### config.mk
export PLATFORM = sky130hd
export DESIGN_NAME = iep_ctrl
export DESIGN_NICKNAME = d
export VERILOG_FILES = /design/src/hdl/iep_pkg.sv /design/src/hdl/iep_ctrl.sv
export SDC_FILE = /design/constraint.sdc
export NUM_CORES = 1
export LEC_CHECK = 0
export BUFFER_PORTS_ARGS = -buffer_cell sky130_fd_sc_hd__buf_2
export CORE_ASPECT_RATIO = 1.1
export CORE_UTILIZATION = 57
export DETAILED_ROUTE_END_ITERATION = 8
export HOLD_SLACK_MARGIN = 0.06
export PLACE_DENSITY_LB_ADDON = 0.12
export SYNTH_ARGS = -nofsm -noshare
export SYNTH_HDL_FRONTEND = slang
export SYNTH_SLANG_ARGS = --single-unit
### constraint.sdc
create_clock -name clk_sys -period 5.4 [get_ports clk_sys]
set_input_delay 1.08 -clock clk_sys [delete_from_list [all_inputs] [get_ports clk_sys]]
set_output_delay 1.08 -clock clk_sys [all_outputs]
set_load 0.01 [all_outputs]
### src/hdl/iep_pkg.sv
// Purpose: Shared constants and types of the interrupt enable/priority block
// Assumes: Byte addresses on a 32-bit classic Wishbone bus
// Notes: Source index 0..6 follows the fixed polling order
package iep_pkg;
  localparam int NSRC = 7;
  // Register byte offsets
  localparam logic [7:0] OFS_PRIO_LOW = 8'hB8;
  localparam logic [7:0] OFS_EXT_CTRL = 8'hC0;
  localparam logic [7:0] OFS_ENABLE = 8'hE8;
  localparam logic [7:0] OFS_PRIO_HIGH = 8'hBC;
  localparam logic [7:0] OFS_OPTIONS = 8'hC4;
  localparam logic [7:0] OFS_STATUS = 8'hD0;
  localparam logic [7:0] OFS_MASK = 8'hD4;
  // Reset values
  localparam logic [7:0] RST_PRIO_LOW = 8'h00;
  localparam logic [7:0] RST_EXT_CTRL = 8'h00;
  localparam logic [7:0] RST_ENABLE = 8'h00;
  localparam logic [7:0] RST_PRIO_HIGH = 8'h00;
  localparam logic [2:0] RST_OPTIONS = 3'h0;
  localparam logic [2:0] RST_EVENTS = 3'h0;
  // Enable register fields
  localparam int EN_GLOBAL = 7;
  localparam int EN_COMP = 6;
  localparam int EN_SERIAL = 4;
  localparam int EN_TIMER1 = 3;
  localparam int EN_EXT1 = 2;
  localparam int EN_TIMER0 = 1;
  localparam int EN_EXT0 = 0;
  // Priority low register fields
  localparam int PL_COMP = 6;
  // External control register fields
  localparam int XC_EXT3_PRIO = 7;
  localparam int XC_EXT3_EN = 6;
  localparam int XC_EXT3_PEND = 5;
  localparam int XC_EXT3_TYPE = 4;
  localparam int XC_EXT2_PRIO = 3;
  localparam int XC_EXT2_EN = 2;
  localparam int XC_EXT2_PEND = 1;
  localparam int XC_EXT2_TYPE = 0;
  // Options register fields
  localparam int OP_PWM_SEL = 0;
  localparam int OP_EXT2_HIGH = 1;
  localparam int OP_EXT3_HIGH = 2;
  // Event status fields
  localparam int EV_EXT2 = 0;
  localparam int EV_EXT3 = 1;
  localparam int EV_TAKEN = 2;
  // Vector table in polling order
  localparam logic [7:0] VEC_TABLE [NSRC] = '{8'h03, 8'h0B, 8'h13, 8'h1B,
                                              8'h23, 8'h33, 8'h3B};
  localparam int SLOT_SHARED2 = 5;
  localparam int SLOT_SHARED3 = 6;

  typedef struct packed {
    logic valid;
    logic [1:0] level;
    logic [2:0] source;
    logic [7:0] vector;
  } iep_request_s;

  typedef struct packed {
    logic timer0;
    logic timer1;
    logic serial;
    logic ext0;
    logic ext1;
    logic comparator;
    logic pwmTimer;
  } iep_sources_s;
endpackage

### src/hdl/iep_ctrl.sv
// Purpose: Interrupt enables, priorities and external pin detection
// Assumes: Source flags and pins are synchronous to clk_sys
// Notes: CPU takes a request with svcAck and ends it with svcReturn
`timescale 1ns/1ps
module iep_ctrl
  import iep_pkg::*;
(
  // Clock, reset and freeze
  input wire logic clk_sys,
  input wire logic reset,
  input wire logic clkEnable,
  // Wishbone slave
  input wire logic wb_cyc_i,
  input wire logic wb_stb_i,
  input wire logic wb_we_i,
  input wire logic [7:0] wb_adr_i,
  input wire logic [3:0] wb_sel_i,
  input wire logic [31:0] wb_dat_i,
  output logic [31:0] wb_dat_o,
  output logic wb_ack_o,
  // Source flags and external pins
  input wire iep_sources_s srcFlags,
  input wire logic ext_request_pin_2,
  input wire logic ext_request_pin_3,
  // CPU side
  output iep_request_s cpuRequest,
  input wire logic svcAck,
  input wire logic svcReturn,
  // Event interrupt
  output logic irqOut
);
  logic [7:0] irq_priority_low;
  logic [7:0] ext_irq_control;
  logic [7:0] irq_enable_mask;
  logic [7:0] irq_priority_high_reg;
  logic [2:0] options;
  logic [2:0] evStatus;
  logic [2:0] evMask;
  logic [3:0] inService;
  logic pin2Prev;
  logic pin3Prev;

  logic busReq;
  logic wrByte;
  logic rdStatus;
  logic pwm_timer_irq_select;
  logic comparator_irq_enable;
  logic global_irq_enable;
  logic ext2Active;
  logic ext3Active;
  logic ext2Hit;
  logic ext3Hit;
  logic ext2SvcClr;
  logic ext3SvcClr;
  logic [NSRC-1:0] srcReq;
  logic [NSRC-1:0] srcLow;
  logic [NSRC-1:0] srcHigh;
  logic [1:0] curLevel;
  logic curBusy;
  iep_request_s next_request;
  logic [31:0] next_rdata;
  logic [2:0] evSet;

  assign busReq = wb_cyc_i && wb_stb_i && !wb_ack_o;
  assign wrByte = busReq && wb_we_i && wb_sel_i[0];
  assign rdStatus = busReq && !wb_we_i && wb_adr_i == OFS_STATUS;
  assign global_irq_enable = irq_enable_mask[EN_GLOBAL];
  assign comparator_irq_enable = irq_enable_mask[EN_COMP];
  assign pwm_timer_irq_select = options[OP_PWM_SEL];

  // Pin activity: high polarity flips both level and edge sense
  always_comb begin
    logic p2;
    logic p3;
    p2 = ext_request_pin_2 ^ ~options[OP_EXT2_HIGH];
    p3 = ext_request_pin_3 ^ ~options[OP_EXT3_HIGH];
    ext2Active = p2;
    ext3Active = p3;
    if (ext_irq_control[XC_EXT2_TYPE]) begin
      ext2Hit = p2 && !(pin2Prev ^ ~options[OP_EXT2_HIGH]);
    end else begin
      ext2Hit = p2;
    end
    if (ext_irq_control[XC_EXT3_TYPE]) begin
      ext3Hit = p3 && !(pin3Prev ^ ~options[OP_EXT3_HIGH]);
    end else begin
      ext3Hit = p3;
    end
  end

  // Previous pin levels for edge detection
  always_ff @(posedge clk_sys) begin
    if (reset) begin
      pin2Prev <= 1'b1;
      pin3Prev <= 1'b1;
    end else if (clkEnable) begin
      pin2Prev <= ext_request_pin_2;
      pin3Prev <= ext_request_pin_3;
    end
  end

  // Per-slot request, low and high priority bits
  always_comb begin
    srcReq[0] = srcFlags.ext0 && irq_enable_mask[EN_EXT0];
    srcReq[1] = srcFlags.timer0 && irq_enable_mask[EN_TIMER0];
    srcReq[2] = srcFlags.ext1 && irq_enable_mask[EN_EXT1];
    srcReq[3] = srcFlags.timer1 && irq_enable_mask[EN_TIMER1];
    srcReq[4] = srcFlags.serial && irq_enable_mask[EN_SERIAL];
    if (comparator_irq_enable) begin
      srcReq[SLOT_SHARED2] = srcFlags.comparator;
    end else begin
      srcReq[SLOT_SHARED2] = ext_irq_control[XC_EXT2_PEND]
                             && ext_irq_control[XC_EXT2_EN];
    end
    if (pwm_timer_irq_select) begin
      srcReq[SLOT_SHARED3] = srcFlags.pwmTimer;
    end else begin
      srcReq[SLOT_SHARED3] = ext_irq_control[XC_EXT3_PEND]
                             && ext_irq_control[XC_EXT3_EN];
    end
    if (!global_irq_enable) begin
      srcReq = '0;
    end
    srcLow[4:0] = irq_priority_low[4:0];
    srcLow[SLOT_SHARED2] = comparator_irq_enable
                           ? irq_priority_low[PL_COMP]
                           : ext_irq_control[XC_EXT2_PRIO];
    srcLow[SLOT_SHARED3] = ext_irq_control[XC_EXT3_PRIO];
    srcHigh[4:0] = irq_priority_high_reg[4:0];
    srcHigh[SLOT_SHARED2] = irq_priority_high_reg[6];
    srcHigh[SLOT_SHARED3] = irq_priority_high_reg[7];
  end

  // Highest level now being serviced
  always_comb begin
    curBusy = |inService;
    curLevel = 2'h0;
    for (int l = 0; l < 4; l++) begin
      if (inService[l]) begin
        curLevel = l[1:0];
      end
    end
  end

  // Arbitration: level first, then polling order
  always_comb begin
    logic [1:0] lv;
    logic found;
    lv = 2'h0;
    found = 1'b0;
    next_request = '0;
    for (int l = 3; l >= 0; l--) begin
      for (int i = 0; i < NSRC; i++) begin
        lv = {srcHigh[i], srcLow[i]};
        if (!found && srcReq[i] && lv == l[1:0]) begin
          found = 1'b1;
          next_request.level = lv;
          next_request.source = i[2:0];
          next_request.vector = VEC_TABLE[i];
        end
      end
    end
    // Only a strictly higher level may interrupt a running handler
    next_request.valid = found
                         && (!curBusy || next_request.level > curLevel);
  end

  // Held request towards the CPU
  always_ff @(posedge clk_sys) begin
    if (reset) begin
      cpuRequest <= '0;
    end else if (clkEnable) begin
      cpuRequest <= next_request;
      if (svcAck) begin
        cpuRequest.valid <= 1'b0;
      end
    end
  end

  // In-service levels; return ends the highest one
  always_ff @(posedge clk_sys) begin
    if (reset) begin
      inService <= '0;
    end else if (clkEnable) begin
      if (svcReturn && curBusy) begin
        inService[curLevel] <= 1'b0;
      end
      if (svcAck && cpuRequest.valid) begin
        inService[cpuRequest.level] <= 1'b1;
      end
    end
  end

  // Service start clears the shared pin flag only in its own mode
  assign ext2SvcClr = svcAck && cpuRequest.valid && !comparator_irq_enable
                      && cpuRequest.source == 3'(SLOT_SHARED2);
  assign ext3SvcClr = svcAck && cpuRequest.valid && !pwm_timer_irq_select
                      && cpuRequest.source == 3'(SLOT_SHARED3);

  // Enable, priority, options and event mask registers
  always_ff @(posedge clk_sys) begin
    if (reset) begin
      irq_enable_mask <= RST_ENABLE;
      irq_priority_low <= RST_PRIO_LOW;
      irq_priority_high_reg <= RST_PRIO_HIGH;
      options <= RST_OPTIONS;
      evMask <= RST_EVENTS;
    end else if (clkEnable && wrByte) begin
      case (wb_adr_i)
        OFS_ENABLE: irq_enable_mask <= wb_dat_i[7:0] & 8'hDF;
        OFS_PRIO_LOW: irq_priority_low <= wb_dat_i[7:0] & 8'h5F;
        OFS_PRIO_HIGH: irq_priority_high_reg <= wb_dat_i[7:0] & 8'hDF;
        OFS_OPTIONS: options <= wb_dat_i[2:0];
        OFS_MASK: evMask <= wb_dat_i[2:0];
        default: ;
      endcase
    end
  end

  // External control register; hardware set wins over any clear
  always_ff @(posedge clk_sys) begin
    if (reset) begin
      ext_irq_control <= RST_EXT_CTRL;
    end else if (clkEnable) begin
      if (wrByte && wb_adr_i == OFS_EXT_CTRL) begin
        ext_irq_control <= wb_dat_i[7:0];
      end else begin
        if (ext2SvcClr) begin
          ext_irq_control[XC_EXT2_PEND] <= 1'b0;
        end
        if (ext3SvcClr) begin
          ext_irq_control[XC_EXT3_PEND] <= 1'b0;
        end
      end
      if (ext2Hit) begin
        ext_irq_control[XC_EXT2_PEND] <= 1'b1;
      end
      if (ext3Hit) begin
        ext_irq_control[XC_EXT3_PEND] <= 1'b1;
      end
    end
  end

  // Sticky events, cleared by reading the status register
  assign evSet = {svcAck && cpuRequest.valid, ext3Hit, ext2Hit};
  always_ff @(posedge clk_sys) begin
    if (reset) begin
      evStatus <= RST_EVENTS;
      irqOut <= 1'b0;
    end else if (clkEnable) begin
      evStatus <= (rdStatus ? 3'h0 : evStatus) | evSet;
      irqOut <= |(((rdStatus ? 3'h0 : evStatus) | evSet) & evMask);
    end
  end

  // Read mux; unmapped offsets read zero and still acknowledge
  always_comb begin
    next_rdata = '0;
    case (wb_adr_i)
      OFS_ENABLE: next_rdata[7:0] = irq_enable_mask;
      OFS_PRIO_LOW: next_rdata[7:0] = irq_priority_low;
      OFS_EXT_CTRL: next_rdata[7:0] = ext_irq_control;
      OFS_PRIO_HIGH: next_rdata[7:0] = irq_priority_high_reg;
      OFS_OPTIONS: next_rdata[2:0] = options;
      OFS_STATUS: next_rdata[2:0] = evStatus;
      OFS_MASK: next_rdata[2:0] = evMask;
      default: next_rdata = '0;
    endcase
  end

  always_ff @(posedge clk_sys) begin
    if (reset) begin
      wb_ack_o <= 1'b0;
      wb_dat_o <= '0;
    end else if (clkEnable) begin
      wb_ack_o <= busReq;
      wb_dat_o <= busReq ? next_rdata : 32'h0000_0000;
    end
  end
endmodule

After elaboration in Yosys (flattened, before gate mapping)
Cells that the tools add are included.
- multiplexer cells: 84
- order comparisons: 5
- equality and inequality tests: 30
- bitwise operators: 11
- reductions and logical operators: 135
- operator list (kind ; number):
    $mux 13 ; 28
    $logic_and 1x1->1 ; 81
    $eq 8x8->1 const B ; 7
    $mux 1 ; 43
    $logic_not 1->1 ; 34
    $eq 2x2->1 const B ; 14
    $pmux 3 s7 ; 1
    $pmux 5 s4 ; 1
    $mux 4 ; 4
    $reduce_and 2->1 ; 8
    $eq 2x1->1 const B ; 7
    $logic_not 2->1 ; 7
    $mux 8 ; 1
    $mux 7 ; 1
    $eq 3x3->1 const B ; 2
    $lt 2x3->1 const B ; 2
    $reduce_bool 3->1 ; 2
    $and 4x4->4 ; 1
    $demux 1 s2 ; 2
    $ge 2x1->1 const B ; 2
    $mux 2 ; 2
    $not 4->4 ; 1
    $or 4x4->4 ; 1
    $reduce_or 4->1 ; 1
    other kinds (8) ; 12
- output and inout port bits: 48
- flip-flop bits (word level): 91
- bits of input ports: 61

Depth between registers and ports, before layout
- word-level depth: 117
- depth in mapped cells: 15
- gate-level depth less buffers: 13

Worst setup path before layout
OpenSTA, ideal clock, no wires.
- path kind: input -> register
- start point: input srcFlags[6] in the netlist's numbering
- end point: register cpuRequest[13] in the netlist's numbering
- path buffers: 0
- slack: 2302 ps
- arrival: 3028 ps
- stages: 9
- cells stage by stage: nand3_1 o22ai_2 nor4b_1 nor3b_1 ha_1 a21oi_1 a21oi_1 or4_1 a21oi_1
- word-level cells in the longest chain between the ends: 113
- RTL lines (item ; RTL line ; source):
    start, declared ; iep_ctrl.sv:22 ; input wire iep_sources_s srcFlags,
    $logic_and 1x1->1 * ; iep_ctrl.sv:105 ; srcReq[1] = srcFlags.timer0 && irq_enable_mask[EN_TIMER0];
    $mux 7 * ; iep_ctrl.sv:121 ; if (!global_irq_enable) begin
    $logic_and 1x1->1 (2 in series) ; iep_ctrl.sv:155 ; if (!found && srcReq[i] && lv == l[1:0]) begin
    $mux 1 ; iep_ctrl.sv:155 ;
    $logic_not 1->1 ; iep_ctrl.sv:155 ;
    $logic_and 1x1->1 (2 in series) ; iep_ctrl.sv:155 ;
    $mux 1 ; iep_ctrl.sv:155 ;
    $logic_not 1->1 ; iep_ctrl.sv:155 ;
    [94 not listed] ; - ;
    $mux 1 ; iep_ctrl.sv:155 ;
    $logic_not 1->1 ; iep_ctrl.sv:155 ;
    $logic_and 1x1->1 (2 in series) ; iep_ctrl.sv:155 ;
    $mux 13 ; iep_ctrl.sv:155 ;
    $gt 2x2->1 ; iep_ctrl.sv:165 ; && (!curBusy || next_request.level > curLevel);
    $logic_or 1x1->1 ; iep_ctrl.sv:165 ;
    $logic_and 1x1->1 * ; iep_ctrl.sv:165 ;
    $mux 1 * ; iep_ctrl.sv:174 ; if (svcAck) begin
    end signal, assigned ; iep_ctrl.sv:173 ; cpuRequest <= next_request;
    end, declared ; iep_ctrl.sv:26 ; output iep_request_s cpuRequest,
Mark *: on every way between the ends. The rest lies on a longest branch, timed or not.
A chain may end at the register's enable or synchronous reset.

Worst setup path after layout
- start point: input srcFlags[5] in the netlist's numbering
- end point: register cpuRequest[13] in the netlist's numbering
- word-level cells in the longest chain between the ends: 105
- RTL lines (item ; RTL line ; source):
    $logic_and 1x1->1 * ; iep_ctrl.sv:107 ; srcReq[3] = srcFlags.timer1 && irq_enable_mask[EN_TIMER1];
    $mux 7 * ; iep_ctrl.sv:121 ;
    $logic_and 1x1->1 (2 in series) ; iep_ctrl.sv:155 ;
    $mux 1 ; iep_ctrl.sv:155 ;
    $logic_not 1->1 ; iep_ctrl.sv:155 ;
    $logic_and 1x1->1 (2 in series) ; iep_ctrl.sv:155 ;
    $mux 1 ; iep_ctrl.sv:155 ;
    $logic_not 1->1 ; iep_ctrl.sv:155 ;
    [86 not listed] ; - ;
    $mux 1 ; iep_ctrl.sv:155 ;
    $logic_not 1->1 ; iep_ctrl.sv:155 ;
    $logic_and 1x1->1 (2 in series) ; iep_ctrl.sv:155 ;
    $mux 13 ; iep_ctrl.sv:155 ;
    $gt 2x2->1 ; iep_ctrl.sv:165 ;
    $logic_or 1x1->1 ; iep_ctrl.sv:165 ;
    $logic_and 1x1->1 * ; iep_ctrl.sv:165 ;
    $mux 1 * ; iep_ctrl.sv:174 ;
Marks and branches as above.

==> metrics <==
ys flop type dfxtp_1; fillcell total 562; Slew Limit Fails 0; worst-path cell with the longest stage delay nor4b_1; Initial DRC Count 228; critical path cell sequence buf_2, nand3_1, o22ai_2, nor4b_1, nor3b_1, ha_1, a21oi_1, a21oi_1, or4_1, a21oi_1; startpoint types input pin; vias 3621; Synth async-reset ratio 0; CP required 5660 ps; # clock sinks 62; design area 4230 sq um; initial antenna violation count 0; Tmin final 3490 ps; reg2reg start irq_enable_mask[6]; Cell Rows 30; CP Launch Point srcFlags[5]; total track usage 0.291; final setup margin 1910 ps; Syn-to-layout area delta 10.3%; HPWL Detailed 7300 microns; CTS Buffer Depth 2; Slew headroom 0.239; cell depth of the worst flop-to-flop path 9; area of placed instances 3990 sq um; syn avg cell area 8.24 sq um; r2r setup slk 2100 ps; DRC Markers 0; crit end category flip-flop; clk_skew 4.89 ps; Hold WC Path Type reg -> reg; Crit path largest cell delay 720 ps; RePlAce Congestion 0.914; Die Area 7060 sq um; Worst Tran Pin Value 1140 ps; hold_buf cts 0; number of distinct library cells after synthesis 70; FF+latch area 1240 sq um; Worst-Skew Late Latency 330 ps; # IOs 109; largest net degree at the start of global routing 63; CTS Buf Count 9; combinational share of power 0.069; DRT Pass-1 Iters 5; Seq cells post-synth 62; Sw Share 0.239; crit-path max FO 5; antenna cells 0; fin nets 572; clock-pin slew on the worst setup and hold paths 70 ps; pre-CTS setup slack 1630 ps; wire per inst 16.7 microns; WL final 9950 microns; Setup crit end cpuRequest[13]; most flop-heavy register cpuRequest; Crit path max-delay family simple AND/OR/NAND/NOR gates; routed vias/inst 6.10; pwr dens 240 nW/um^2; RSZ-0062 raised after global routing no; first-pass GRT wire length 15600 microns; CTS tree built; f_max 287 MHz; H-tree Lvls 3; final setup TNS 0 ps; Sequential Power Share 0.463; biggest regs cpuRequest: 9 flops, ext_irq_control: 8 flops, wb_dat_o: 8 flops; count of flip-flops with a built-in enable after synthesis 0; share of cells above drive strength 1 0.198; Post-CTS Resized 0; Syn Inst Count 465; reg2reg end cpuRequest[13]; Die Y 88 microns; Worst path most repeated cell a21oi_1; total chip power 0.00101 W; outcome complete, no violations; cell count along the critical path 10; Power Internal 0.000772 W; global route overflow 0; Leak Pwr 1.64 nW; initial cell density of the core 0.604; CTS Root Cell clkbuf_8; vias in the first global route 3130; Detail Route Antenna Nets 0; Bufs and invs on worst path 1; endpoints failing hold 0; final setup fails 0; chip width 80.2 microns; Post-CTS Setup Bufs 0; area of the multi-input gates 2330 sq um; ratio of final minimum period to clock period 0.646; clock share of power 0.468; register area share after synthesis 0.324; Port Buffers 54; core box area 6340 sq um; Post-Syn Area 3830 sq um; Arr. time, crit path 3750 ps; Yosys warnings 0; total of max-cap violations 0; Setup CP Type in -> reg; P_sw 0.000242 W; max reg flops 9; Max rail drop VDD 0.184 mV
-- Yosys cell counts (all sizes together) (3+ instances only) --
cell type / count / area (sq um)
nor2: 72 / 270
a22oi: 9 / 67.6
inv: 8 / 30.0
mux2: 4 / 45.0
a31oi: 3 / 18.8
o22ai: 11 / 87.6
o21ai: 5 / 25.0
nand2b: 6 / 37.5
a21oi: 35 / 179
nor3: 13 / 70.1
dfxtp: 62 / 1240
nand3b: 5 / 53.8
nand3: 29 / 170
nor4: 6 / 95.1
a32o: 3 / 30.0
and3: 3 / 18.8
a32oi: 5 / 43.8
o32ai: 3 / 26.3
or2: 3 / 18.8
nand4b: 3 / 32.5
nand4: 6 / 43.8
nand2: 42 / 158
a221o: 6 / 60.1
nor3b: 3 / 27.5
a211oi: 10 / 87.6
buf: 41 / 297
clkbuf: 9 / 33.8
a21o: 3 / 22.5
mux2i: 28 / 293
-- layer usage --
layer,global-route usage,part of all wire
met1,0.391,0.45
met4,0.109,0.019
met5,0,0
met3,0.0490,0.069
met2,0.467,0.47
-- cell usage in the layout, fill, tap and decap left out, types with 11 or more instances in the layout --
| master | synthesis | routed |
|---|---|---|
| nand3_1 | 27 | 27 |
| dfxtp_1 | 62 | 62 |
| conb_1 | 1 | 27 |
| nand2_1 | 42 | 42 |
| mux2i_1 | 27 | 27 |
| buf_2 | 6 | 54 |
| clkbuf_8 | 0 | 11 |
| a21oi_1 | 34 | 34 |
| nor3_1 | 12 | 12 |
| nor2_1 | 72 | 72 |
-- power by group through the flow --
stage	combinational [W]	sequential (W)	clock (W)
after CTS	0.0000694	0.000469	0.000476
after global routing	0.0000770	0.000470	0.000496
after global placement	0.0000682	0.000479	0
final	0.0000703	0.000469	0.000474
after detailed placement	0.0000694	0.000480	0
after floorplan	0.0000558	0.000480	0
-- tightest hold or removal path: cells and delay by family, from the launching register on --
kind	cells	cell delay, ps
DFF	1	310
AOI/OAI and AO/OA	2	100
-- cells by family after synthesis --
| kind of cell | count (synthesis) | share of synthesized area |
|---|---|---|
| buf+inv | 58 | 0.0940 |
| xor+xnor | 4 | 0.00914 |
| flops | 62 | 0.324 |
| simple gates | 201 | 0.279 |
| mux | 32 | 0.0881 |
| other cells | 1 | 0.000978 |
| fa+ha+maj | 2 | 0.00653 |
| compound gates | 105 | 0.198 |
-- metrics by stage --
stage / instances / utilization / hold slack (ps)
global route: 594 / 0.666 / 493
CTS: 594 / 0.666 / 464
finish: 594 / 0.666 / 463
detailed placement: 578 / 0.629 / 453
global placement: 578 / 0.629 / 454
floorplan: 491 / - / 443
-- layout make-up --
cell class                 count  share of cell area
multi-input combinational    371               0.551
clock inverter                 5              0.0192
tap                           80              0.0237
inverter                       8             0.00711
clock buffer                  11              0.0358
sequential                    62               0.294
timing repair buffer          57              0.0693
-- how the worst min path moves through the flow --
stage                   end    startpoint  slack (ps)  depth (start not counted)
6_report       inService[0]  inService[0]         460                          2
3_3_place_gp   inService[0]  inService[0]         450                          2
3_5_place_dp   inService[0]  inService[0]         450                          2
2_1_floorplan  inService[0]  inService[0]         440                          2
4_1_cts        inService[0]  inService[0]         460                          2
5_1_grt        inService[0]  inService[0]         490                          2
(Power assumes the default switching activity.)
